--- src/hw/tcs_pkg.sv ---
// constants shared by the type-c charger status register group
package tcs_pkg;
    // ------------------------------------------------------------
    // register offsets
    // ------------------------------------------------------------
    localparam logic [7:0] OFS_CC_SUPPLY_STATUS      = 8'h08;
    localparam logic [7:0] OFS_CC_ATTACH_STATUS      = 8'h09;
    localparam logic [7:0] OFS_CHARGER_DETECT_STATUS = 8'h0A;
    localparam logic [7:0] OFS_VBUS_PROTECT_STATUS   = 8'h0B;
    localparam logic [7:0] STATUS_RESET              = 8'h00;

    // ------------------------------------------------------------
    // field positions
    // ------------------------------------------------------------
    localparam int BIT_SHORT_FLAG   = 3;
    localparam int BIT_OUTPUT_ON    = 2;
    localparam int BIT_OVERCURRENT  = 1;
    localparam int BIT_BC_GATED     = 0;
    localparam int LSB_ATTACH_STATE = 4;
    localparam int LSB_ACTIVE_PIN   = 2;
    localparam int LSB_SINK_CURRENT = 0;
    localparam int LSB_CHARGER_TYPE = 5;
    localparam int LSB_VENDOR_TYPE  = 2;
    localparam int BIT_DETECT_RUN   = 1;
    localparam int BIT_DCD_TIMEOUT  = 0;
    localparam int BIT_CONFIG_DONE  = 7;
    localparam int BIT_SWITCH_CLOSE = 1;
    localparam int BIT_VBUS_OVP     = 0;

    // ------------------------------------------------------------
    // field encodings
    // ------------------------------------------------------------
    localparam logic [2:0] CC_ERROR_CODE     = 3'h5;
    localparam logic [1:0] PIN_UNDETERMINED  = 2'h0;
    localparam logic [1:0] PIN_RESERVED      = 2'h3;
    localparam logic [1:0] CHG_NONE          = 2'h0;
    localparam logic [1:0] CHG_DEDICATED     = 2'h3;
    localparam logic [2:0] VEND_HIGH_CURRENT = 3'h6;
    localparam logic [2:0] VEND_UNIDENTIFIED = 3'h7;

    // charger detection run tracker
    typedef enum logic [2:0] {
        DET_IDLE = 3'b001,
        DET_RUN  = 3'b010,
        DET_DONE = 3'b100
    } tcs_det_state_t;
endpackage : tcs_pkg

--- src/hw/tcs_status_regs.sv ---
// status register group of a type-c charger detector
//
// Notes on behaviour
// - short flag bit 3 follows vconn current above short threshold.
// - bit 2 shows vconn output enabled.
// - overcurrent flag bit 1 follows vconn current above limit.
// - bit 0 shows cc fsm gating detection; manual run still allowed.
// - attach state bits 6:4 use all eight codes, 101 for the error state.
// - active pin bits 3:2; code 11 never produced.
// - bits 1:0 give allowed sink current code.
// - charger type bits 6:5 report detection result.
// - vendor type bits 4:2; 110 only if option on and dedicated.
// - run bit set while detection runs or has completed.
// - timeout bit 0 set when contact detection times out.
// - a contact timeout does not abort the detection sequence.
// - timeout bit zero when no timeout, or when idle unless a detach met a timeout.
// - ready bit 7 set only after config load and reset release.
// - switch bit 1 zero while open or soft-start, one closed.
// - overvoltage bit 0 follows vbus overvoltage detection.
`timescale 1ns/1ps
module tcs_status_regs
    import tcs_pkg::*;
(
    input  wire logic       mclk,             // 40 MHz system clock
    input  wire logic       rst,              // async reset, active high
    input  wire logic       regRd,            // register read strobe
    input  wire logic       regWr,            // register write strobe (ignored)
    input  wire logic [7:0] regAddr,          // register offset
    input  wire logic [7:0] regWrData,        // write data (ignored)
    output logic      [7:0] regRdData,        // read data, registered
    output logic            regRdValid,       // read data valid pulse
    input  wire logic       shortCmp,         // async vconn short comparator
    input  wire logic       ocCmp,            // async vconn current-limit comparator
    input  wire logic       ovpCmp,           // async vbus overvoltage comparator
    input  wire logic       switchClosedIn,   // async vbus switch fully closed
    input  wire logic       vconnEnable,      // vconn output enable, on-chip
    input  wire logic       ccGatesBc,        // cc fsm gates charger detection
    input  wire logic [2:0] ccState,          // cc fsm attach code
    input  wire logic       ccError,          // cc fsm in error state
    input  wire logic [1:0] ccPin,            // active cc pin code
    input  wire logic [1:0] sinkCurrent,      // advertised sink current code
    input  wire logic       autoDetectStart,  // automatic detection request pulse
    input  wire logic       manualDetect,     // manual detection request pulse
    input  wire logic       detectDone,       // detection finished pulse
    input  wire logic       detectClear,      // detach, resets detection pulse
    input  wire logic       dcdTimeoutEvt,    // contact detection timeout pulse
    input  wire logic [1:0] chargerTypeIn,    // detection result code
    input  wire logic [2:0] vendorTypeIn,     // proprietary detection code
    input  wire logic       highCurrentEn,    // option: allow 3 A dedicated code
    input  wire logic       otpLoaded,        // configuration load finished
    output logic            detectActive      // detection sequence running
);
    // ------------------------------------------------------------
    // input synchronisation
    // ------------------------------------------------------------
    logic [3:0] cmpSync;
    logic       shortFlag;
    logic       ocFlag;
    logic       ovpFlag;
    logic       switchClosed;

    // comparator outputs are analog and not on mclk
    tcs_sync3 #(.W(4)) uSync (
        .mclk (mclk),
        .rst  (rst),
        .din  ({switchClosedIn, ovpCmp, ocCmp, shortCmp}),
        .dout (cmpSync)
    );

    assign shortFlag    = cmpSync[0];
    assign ocFlag       = cmpSync[1];
    assign ovpFlag      = cmpSync[2];
    assign switchClosed = cmpSync[3];

    // ------------------------------------------------------------
    // charger detection run tracking
    // ------------------------------------------------------------
    tcs_det_state_t detState_r;
    tcs_det_state_t detState_nxt;
    logic           startReq;
    logic           dcdTimeout_r;
    logic           configReady_r;

    assign startReq = (autoDetectStart && !ccGatesBc) || manualDetect;

    // timeout keeps run going; only done or detach end it
    always_comb begin
        detState_nxt = detState_r;
        unique case (detState_r)
            DET_IDLE: if (startReq) detState_nxt = DET_RUN;
            DET_RUN: begin
                if (detectClear) detState_nxt = DET_IDLE;
                else if (detectDone) detState_nxt = DET_DONE;
            end
            DET_DONE: begin
                if (detectClear) detState_nxt = DET_IDLE;
                else if (startReq) detState_nxt = DET_RUN;
            end
            default: detState_nxt = DET_IDLE;
        endcase
    end

    always_ff @(posedge mclk or posedge rst) begin
        if (rst) begin
            detState_r <= DET_IDLE;
        end else begin
            detState_r <= detState_nxt;
        end
    end

    assign detectActive = (detState_r == DET_RUN);

    // timeout flag capture
    // a fresh run or a detach clears it, except a detach in the same cycle as a timeout in a run
    always_ff @(posedge mclk or posedge rst) begin
        if (rst) begin
            dcdTimeout_r <= 1'b0;
        end else if (detState_r == DET_RUN && dcdTimeoutEvt) begin
            dcdTimeout_r <= 1'b1;
        end else if (detectClear || (detState_r != DET_RUN && startReq)) begin
            dcdTimeout_r <= 1'b0;
        end
    end

    // ready follows load after reset release
    // sampled by a clock so reset never loads a port value
    always_ff @(posedge mclk or posedge rst) begin
        if (rst) begin
            configReady_r <= 1'b0;
        end else begin
            configReady_r <= otpLoaded;
        end
    end

    // ------------------------------------------------------------
    // field encoding
    // ------------------------------------------------------------
    logic [2:0] attachCode;
    logic [1:0] pinCode;
    logic [1:0] chgCode;
    logic [2:0] vendCode;

    assign attachCode = ccError ? CC_ERROR_CODE : ccState;

    assign pinCode = (ccPin == PIN_RESERVED) ? PIN_UNDETERMINED : ccPin;

    // result only once a run happened
    assign chgCode = (detState_r == DET_IDLE) ? CHG_NONE : chargerTypeIn;

    // guard high current code
    // without the option, or with no dedicated result shown, it degrades to unidentified
    always_comb begin
        vendCode = vendorTypeIn;
        if (vendorTypeIn == VEND_HIGH_CURRENT &&
            !(highCurrentEn && chgCode == CHG_DEDICATED)) begin
            vendCode = VEND_UNIDENTIFIED;
        end
    end

    // ------------------------------------------------------------
    // register images
    // ------------------------------------------------------------
    logic [7:0] supply_r;
    logic [7:0] attach_r;
    logic [7:0] detect_r;
    logic [7:0] protect_r;

    always_ff @(posedge mclk or posedge rst) begin
        if (rst) begin
            supply_r <= STATUS_RESET;
        end else begin
            supply_r                  <= STATUS_RESET;
            supply_r[BIT_SHORT_FLAG]  <= shortFlag;
            supply_r[BIT_OUTPUT_ON]   <= vconnEnable;
            supply_r[BIT_OVERCURRENT] <= ocFlag;
            supply_r[BIT_BC_GATED]    <= ccGatesBc;
        end
    end

    always_ff @(posedge mclk or posedge rst) begin
        if (rst) begin
            attach_r <= STATUS_RESET;
        end else begin
            attach_r                                      <= STATUS_RESET;
            attach_r[LSB_ATTACH_STATE +: 3]               <= attachCode;
            attach_r[LSB_ACTIVE_PIN +: 2]                 <= pinCode;
            attach_r[LSB_SINK_CURRENT +: 2]               <= sinkCurrent;
        end
    end

    always_ff @(posedge mclk or posedge rst) begin
        if (rst) begin
            detect_r <= STATUS_RESET;
        end else begin
            detect_r                        <= STATUS_RESET;
            detect_r[LSB_CHARGER_TYPE +: 2] <= chgCode;
            detect_r[LSB_VENDOR_TYPE +: 3]  <= vendCode;
            detect_r[BIT_DETECT_RUN]        <= (detState_r != DET_IDLE);
            detect_r[BIT_DCD_TIMEOUT]       <= dcdTimeout_r;
        end
    end

    always_ff @(posedge mclk or posedge rst) begin
        if (rst) begin
            protect_r <= STATUS_RESET;
        end else begin
            protect_r                   <= STATUS_RESET;
            protect_r[BIT_CONFIG_DONE]  <= configReady_r;
            protect_r[BIT_SWITCH_CLOSE] <= switchClosed;
            protect_r[BIT_VBUS_OVP]     <= ovpFlag;
        end
    end

    // ------------------------------------------------------------
    // register read port
    // ------------------------------------------------------------
    // writes never reach the images
    // regWr and regWrData are deliberately left without effect
    tcs_reg_port uPort (
        .mclk        (mclk),
        .rst         (rst),
        .regRd       (regRd),
        .regAddr     (regAddr),
        .supplyByte  (supply_r),
        .attachByte  (attach_r),
        .detectByte  (detect_r),
        .protectByte (protect_r),
        .regRdData   (regRdData),
        .regRdValid  (regRdValid)
    );
endmodule : tcs_status_regs

--- src/hw/tcs_sync3.sv ---
// three-stage synchroniser for asynchronous status levels
`timescale 1ns/1ps
module tcs_sync3 #(
    parameter int W = 1
) (
    input  wire logic         mclk,  // system clock
    input  wire logic         rst,   // async reset, active high
    input  wire logic [W-1:0] din,   // asynchronous levels
    output logic      [W-1:0] dout   // filtered, synchronous levels
);
    logic [W-1:0] stage1;
    logic [W-1:0] stage2;
    logic [W-1:0] stage3;

    // stage1 feeds only stage2 to keep metastability contained
    always_ff @(posedge mclk or posedge rst) begin
        if (rst) begin
            stage1 <= '0;
            stage2 <= '0;
            stage3 <= '0;
        end else begin
            stage1 <= din;
            stage2 <= stage1;
            stage3 <= stage2;
        end
    end

    // a change counts only once the last two stages agree
    always_ff @(posedge mclk or posedge rst) begin
        if (rst) begin
            dout <= '0;
        end else begin
            for (int i = 0; i < W; i++) begin
                if (stage2[i] == stage3[i]) begin
                    dout[i] <= stage3[i];
                end
            end
        end
    end
endmodule : tcs_sync3

--- src/hw/tcs_reg_port.sv ---
// read port that serves the four status registers
`timescale 1ns/1ps
module tcs_reg_port
    import tcs_pkg::*;
(
    input  wire logic       mclk,        // system clock
    input  wire logic       rst,         // async reset, active high
    input  wire logic       regRd,       // read strobe, one cycle
    input  wire logic [7:0] regAddr,     // register offset
    input  wire logic [7:0] supplyByte,  // cc_supply_status contents
    input  wire logic [7:0] attachByte,  // cc_attach_status contents
    input  wire logic [7:0] detectByte,  // charger_detect_status contents
    input  wire logic [7:0] protectByte, // vbus_protect_status contents
    output logic      [7:0] regRdData,   // read data, registered
    output logic            regRdValid   // read data valid, one cycle
);
    logic [7:0] muxData;

    // unmapped offsets read as zero
    always_comb begin
        unique case (regAddr)
            OFS_CC_SUPPLY_STATUS:      muxData = supplyByte;
            OFS_CC_ATTACH_STATUS:      muxData = attachByte;
            OFS_CHARGER_DETECT_STATUS: muxData = detectByte;
            OFS_VBUS_PROTECT_STATUS:   muxData = protectByte;
            default:                   muxData = STATUS_RESET;
        endcase
    end

    // data holds until the next read
    always_ff @(posedge mclk or posedge rst) begin
        if (rst) begin
            regRdData <= STATUS_RESET;
        end else if (regRd) begin
            regRdData <= muxData;
        end
    end

    always_ff @(posedge mclk or posedge rst) begin
        if (rst) begin
            regRdValid <= 1'b0;
        end else begin
            regRdValid <= regRd;
        end
    end
endmodule : tcs_reg_port

--- config.mk ---
export PLATFORM = sky130hd
export DESIGN_NAME = tcs_status_regs
export DESIGN_NICKNAME = d
export VERILOG_FILES = /design/src/hw/tcs_pkg.sv /design/src/hw/tcs_status_regs.sv /design/src/hw/tcs_sync3.sv /design/src/hw/tcs_reg_port.sv
export SDC_FILE = /design/constraint.sdc
export NUM_CORES = 1
export LEC_CHECK = 0
export BUFFER_PORTS_ARGS = -buffer_cell sky130_fd_sc_hd__buf_2
export CAP_MARGIN = 20
export CORE_ASPECT_RATIO = 1.5
export CORE_UTILIZATION = 26
export DETAILED_ROUTE_END_ITERATION = 8
export RECOVER_POWER = 25
export SETUP_SLACK_MARGIN = 0.1
export SLEW_MARGIN = 20
export SYNTH_ARGS = -nofsm -noshare
export SYNTH_HDL_FRONTEND = slang
export SYNTH_SLANG_ARGS = --single-unit
--- constraint.sdc ---
create_clock -name mclk -period 2.1 [get_ports mclk]
set_clock_uncertainty 0.05 [all_clocks]
set_input_delay 0.315 -clock mclk [delete_from_list [all_inputs] [get_ports mclk]]
set_output_delay 0.315 -clock mclk [all_outputs]
set_load 0.01 [all_outputs]
Yosys cells after proc, flatten, opt, wreduce, memory -nomap -nowiden
Cells that the tools add are included.
- register bits: 51
- word-level logic and storage cells: 55
- bits of input ports: 46
- reduce and logical (&&, ||, !) cells: 10
- multiplexer cells: 12
- eq/ne operators: 17
- operators by type and width (cell ; number):
    $eq 8x4->1 const B ; 4
    $pmux 8 s4 ; 1
    $mux 3 ; 6
    $pmux 3 s3 ; 1
    $eq 3x3->1 const B ; 2
    $logic_and 1x1->1 ; 5
    $eq 1x1->1 ; 4
    $eq 2x2->1 const B ; 2
    $mux 2 ; 2
    $eq 3x1->1 const B ; 1
    $eq 3x2->1 const B ; 1
    $ne 3x1->1 const B ; 1
    $ne 3x2->1 const B ; 1
    $ne 3x3->1 const B ; 1
    $logic_not 1->1 ; 2
    $logic_or 1x1->1 ; 2
    $mux 1 ; 2
    $reduce_bool 2->1 ; 1

Longest topological paths before layout
- depth in word-level cells: 7
- mapped depth: 5
- mapped depth without buffers: 4

Modules after synthesis
Synthesis repeated with hierarchy kept, for this count alone.
- cells, all modules: 144
- area, all modules: 2029.4 um^2
- by module, submodules not included (module ; cells each ; sequential area each (um^2) ; times used ; area an instance (um^2)):
    tcs_status_regs ; 57 ; 651.9 ; 1 ; 845.8
    tcs_reg_port ; 66 ; 225.2 ; 1 ; 734.5
    tcs_sync3 ; 21 ; 400.4 ; 1 ; 449.2

Least setup slack after synthesis
Ideal clock, no wire load.
- path type: input port to flip-flop
- from: input port regAddr[7]
- to: register uPort.regRdData[2]
- arrival: 1260 ps
- path buffers: 0
- setup slack: 708 ps
- data required time: 1968 ps
- stages on the path: 4
- cells stage by stage: or4b_4 nor3_4 nand2_2 o22ai_1
- longest elaborated chain between the ends: 2
- RTL lines (element ; line ; source):
    start: declaration ; tcs_status_regs.sv:28 ; input wire logic [7:0] regAddr,
    $eq 8x4->1 ; tcs_reg_port.sv:21 ; unique case (regAddr)
    $pmux 8 s4 * ; tcs_reg_port.sv:21 ;
    end signal: assignment ; tcs_reg_port.sv:35 ; regRdData <= muxData;
    end: declaration ; tcs_reg_port.sv:14 ; output logic [7:0] regRdData,
Mark *: on every way between the ends. The rest lies on a longest branch, timed or not.
A chain may end at the register's enable or synchronous reset.

Worst setup path in the final report
- from: register detState_r[2]
- to: output port detectActive
- longest elaborated chain between the ends: 1
- RTL lines (element ; line ; source):
    start: declaration ; tcs_status_regs.sv:78 ; tcs_det_state_t detState_r;
    start signal: assignment ; tcs_status_regs.sv:107 ; detState_r <= detState_nxt;
    $eq 3x2->1 ; tcs_status_regs.sv:111 ; assign detectActive = (detState_r == DET_RUN);
    end: declaration ; tcs_status_regs.sv:51 ; output logic detectActive
Every way passes these cells.

==> impl_metrics.tcl <==
set metrics [dict create \
    worstSetupPathType "register to output pin" \
    grt_max_degree 52 \
    drc 0 \
    placedCellCount 248 \
    die_x_um 69.6 \
    place.port_buffers 46 \
    start_util_pct 27.1 \
    r2r_start "detState_r[0]" \
    worstPathArrival_ps 1340 \
    dieArea_mm2 0.00719 \
    stdcell_count 256 \
    clockBufferDepth 2 \
    finalSetupViolations 0 \
    detail_route.first_pass.iterations 3 \
    ctsHoldBuffers 0 \
    finalCritPeriodShare_pct 81.2 \
    fp-row-count 36 \
    max_freq_ghz 0.586 \
    crit_path_top_delay_cell "dfrtp_1" \
    tightestPinTransition_ps 1210 \
    rrSetupSlack_ps 680 \
    register_area_mm2 0.00128 \
    grt_pass1_vias 1143 \
    layout_common_cells "dfrtp_1, buf_2, nor2b_1" \
    numCtsBuffers 5 \
    postCtsSetupRepairBufs 0 \
    cpMostUsedCell "nor2b_1" \
    critical_path.startpoint "detState_r[2]" \
    power_leakage_nw 1.03 \
    clkLatencyLatePin_ps 290 \
    fin_util_pct 33.3 \
    htreeDepth 2 \
    grt-ovfl-total 0 \
    ir_worst_vdd_mv 0.423 \
    yosysSeqAreaShare_pct 71.7 \
    pin_count 56 \
    drive_gt1_share_pct 33.3 \
    cts_resized 0 \
    yosysWarnings 0 \
    synthToLayoutAreaGrowth_pct 23.1 \
    grt_usage_pct 9.38 \
    rsz0062_at_grt "false" \
    antenna_left 0 \
    synth.avg_cell_area_um2 13.8 \
    crit_required_ps 1740 \
    pre_cts_ws_ps 491 \
    place_congestion 0.662 \
    critPathMaxFanout 6 \
    period_needed_ps 1710 \
    syn-num-nets 175 \
    fillers 671 \
    crit_family "simple AND/OR/NAND/NOR gates" \
    syn_area_mm2 0.00178 \
    cp_num_cells 3 \
    wirelength_um 2970 \
    reg2reg_depth 4 \
    ys_ff_latch 51 \
    path_cells "nor2b_1 -> nor2b_1 -> buf_2" \
    endpoint_kind "output pin" \
    drt_iter0_drc 55 \
    die_h_um 103 \
    setup_slack_ps 394 \
    synth_top_area_share_pct 70.3 \
    antenna_found_initial 0 \
    report.final.slew_viol_count 0 \
    min_from "shortCmp" \
    clock-sinks 51 \
    multiInputGateArea_um2 447 \
    mostFrequentLayoutCell "dfrtp_1" \
    cap_violations 0 \
    yosys-top-cells-area "dfrtp_1, nor2b_1, mux4_2" \
    grt_pass1_wl_um 5120 \
    synth_cell_types 27 \
    critPathBufInv 1 \
    hold_path_class "input port to register" \
    whs_path_depth 1 \
    synth_top_area_cell "dfrtp_1" \
    nets 225 \
    fin_setup_tns_ps 0 \
    hpwl_um 2180 \
    clk_pin_slew_worst_paths_ps 80 \
    cts_tree "done" \
    netlist_instances 129 \
    vias_per_cell 4.21 \
    wire_per_inst_um 11.6 \
    num_vias 1079 \
    postLayoutCellArea_mm2 0.00219 \
    crit_path_start_kind "register" \
    final_hold_viol_count 0 \
    slew_headroom_pct 19.2 \
    power_density_mw_per_mm2 895 \
    diodes 0 \
    cpPeakStageDelay_ps 440 \
    core_area_mm2 0.00658 \
    clockRootBuffer "clkbuf_8" \
    place_area_mm2 0.00211 \
    status "finished clean" \
]
[registers in the layout, summed over array words and instances (netlist names)]
signal            cells
uPort.regRdData       8
attach_r              7
detect_r              7
supply_r              4
uSync.dout            4
uSync.stage1          4
uSync.stage2          4
uSync.stage3          4
detState_r            3
protect_r             3
configReady_r         1
dcdTimeout_r          1
uPort.regRdValid      1
[cell families after synthesis]
group	share of synthesized area, %
compound gates	7.94
fa+ha+maj	2.25
buf+inv	3.16
flops	71.8
mux	3.65
simple gates	11.2
[power breakdown]
part	total, W	switching, W	internal, W
sequential	0.00113	0.0000489	0.00108
combinational	0.000231	0.000116	0.000114
clock	0.000600	0.000299	0.000301
[cells in the mapped netlist, drive strengths merged]
master / number
mux2i: 2
nor2: 3
nor2b: 12
a22oi: 2
dfstp: 1
o22ai: 2
nor3: 2
nand3: 7
mux4: 2
a22o: 3
maj3: 4
inv: 11
a21oi: 4
o21ai: 7
or4b: 1
nor3b: 1
dfrtp: 50
o32ai: 1
and3: 1
o21a: 1
or2: 2
a21o: 1
clkbuf: 4
a31o: 1
nand2: 4
[worst paths after layout]
path / end
min: uSync.stage1[0]
max reg2reg: detect_r[2]
min reg2reg: uSync.stage2[1]
max in group asynchronous: uSync.stage3[2]
min in group asynchronous: uSync.stage1[1]
max: detectActive
[layout make-up]
cell class	instances	share of cell area, %
clock buffer	8	4.57
timing repair buffer	47	10.6
sequential	51	58.3
tap	76	4.34
inverter	11	1.88
multi-input combinational	63	20.4
[metrics by stage]
stage	hold WS, ps	total power (W)
floorplan	281	0.00130
global placement	283	0.00138
detailed placement	287	0.00139
CTS	5.38	0.00201
global route	47.8	0.00208
finish	74.6	0.00196
[routing by layer]
layer / global-route usage, % / share of wire, % / wire, um / vias up
li1: - / - / - / 535
met1: 10.2 / 41 / 1200 / 501
met2: 16.4 / 51 / 1500 / 39
met3: 3.49 / 7.2 / 213 / 4
met4: 4.24 / 1.7 / 49 / 0
met5: 0 / 0 / 0 / -
No activity file was read; power rests on OpenSTA's default activity.
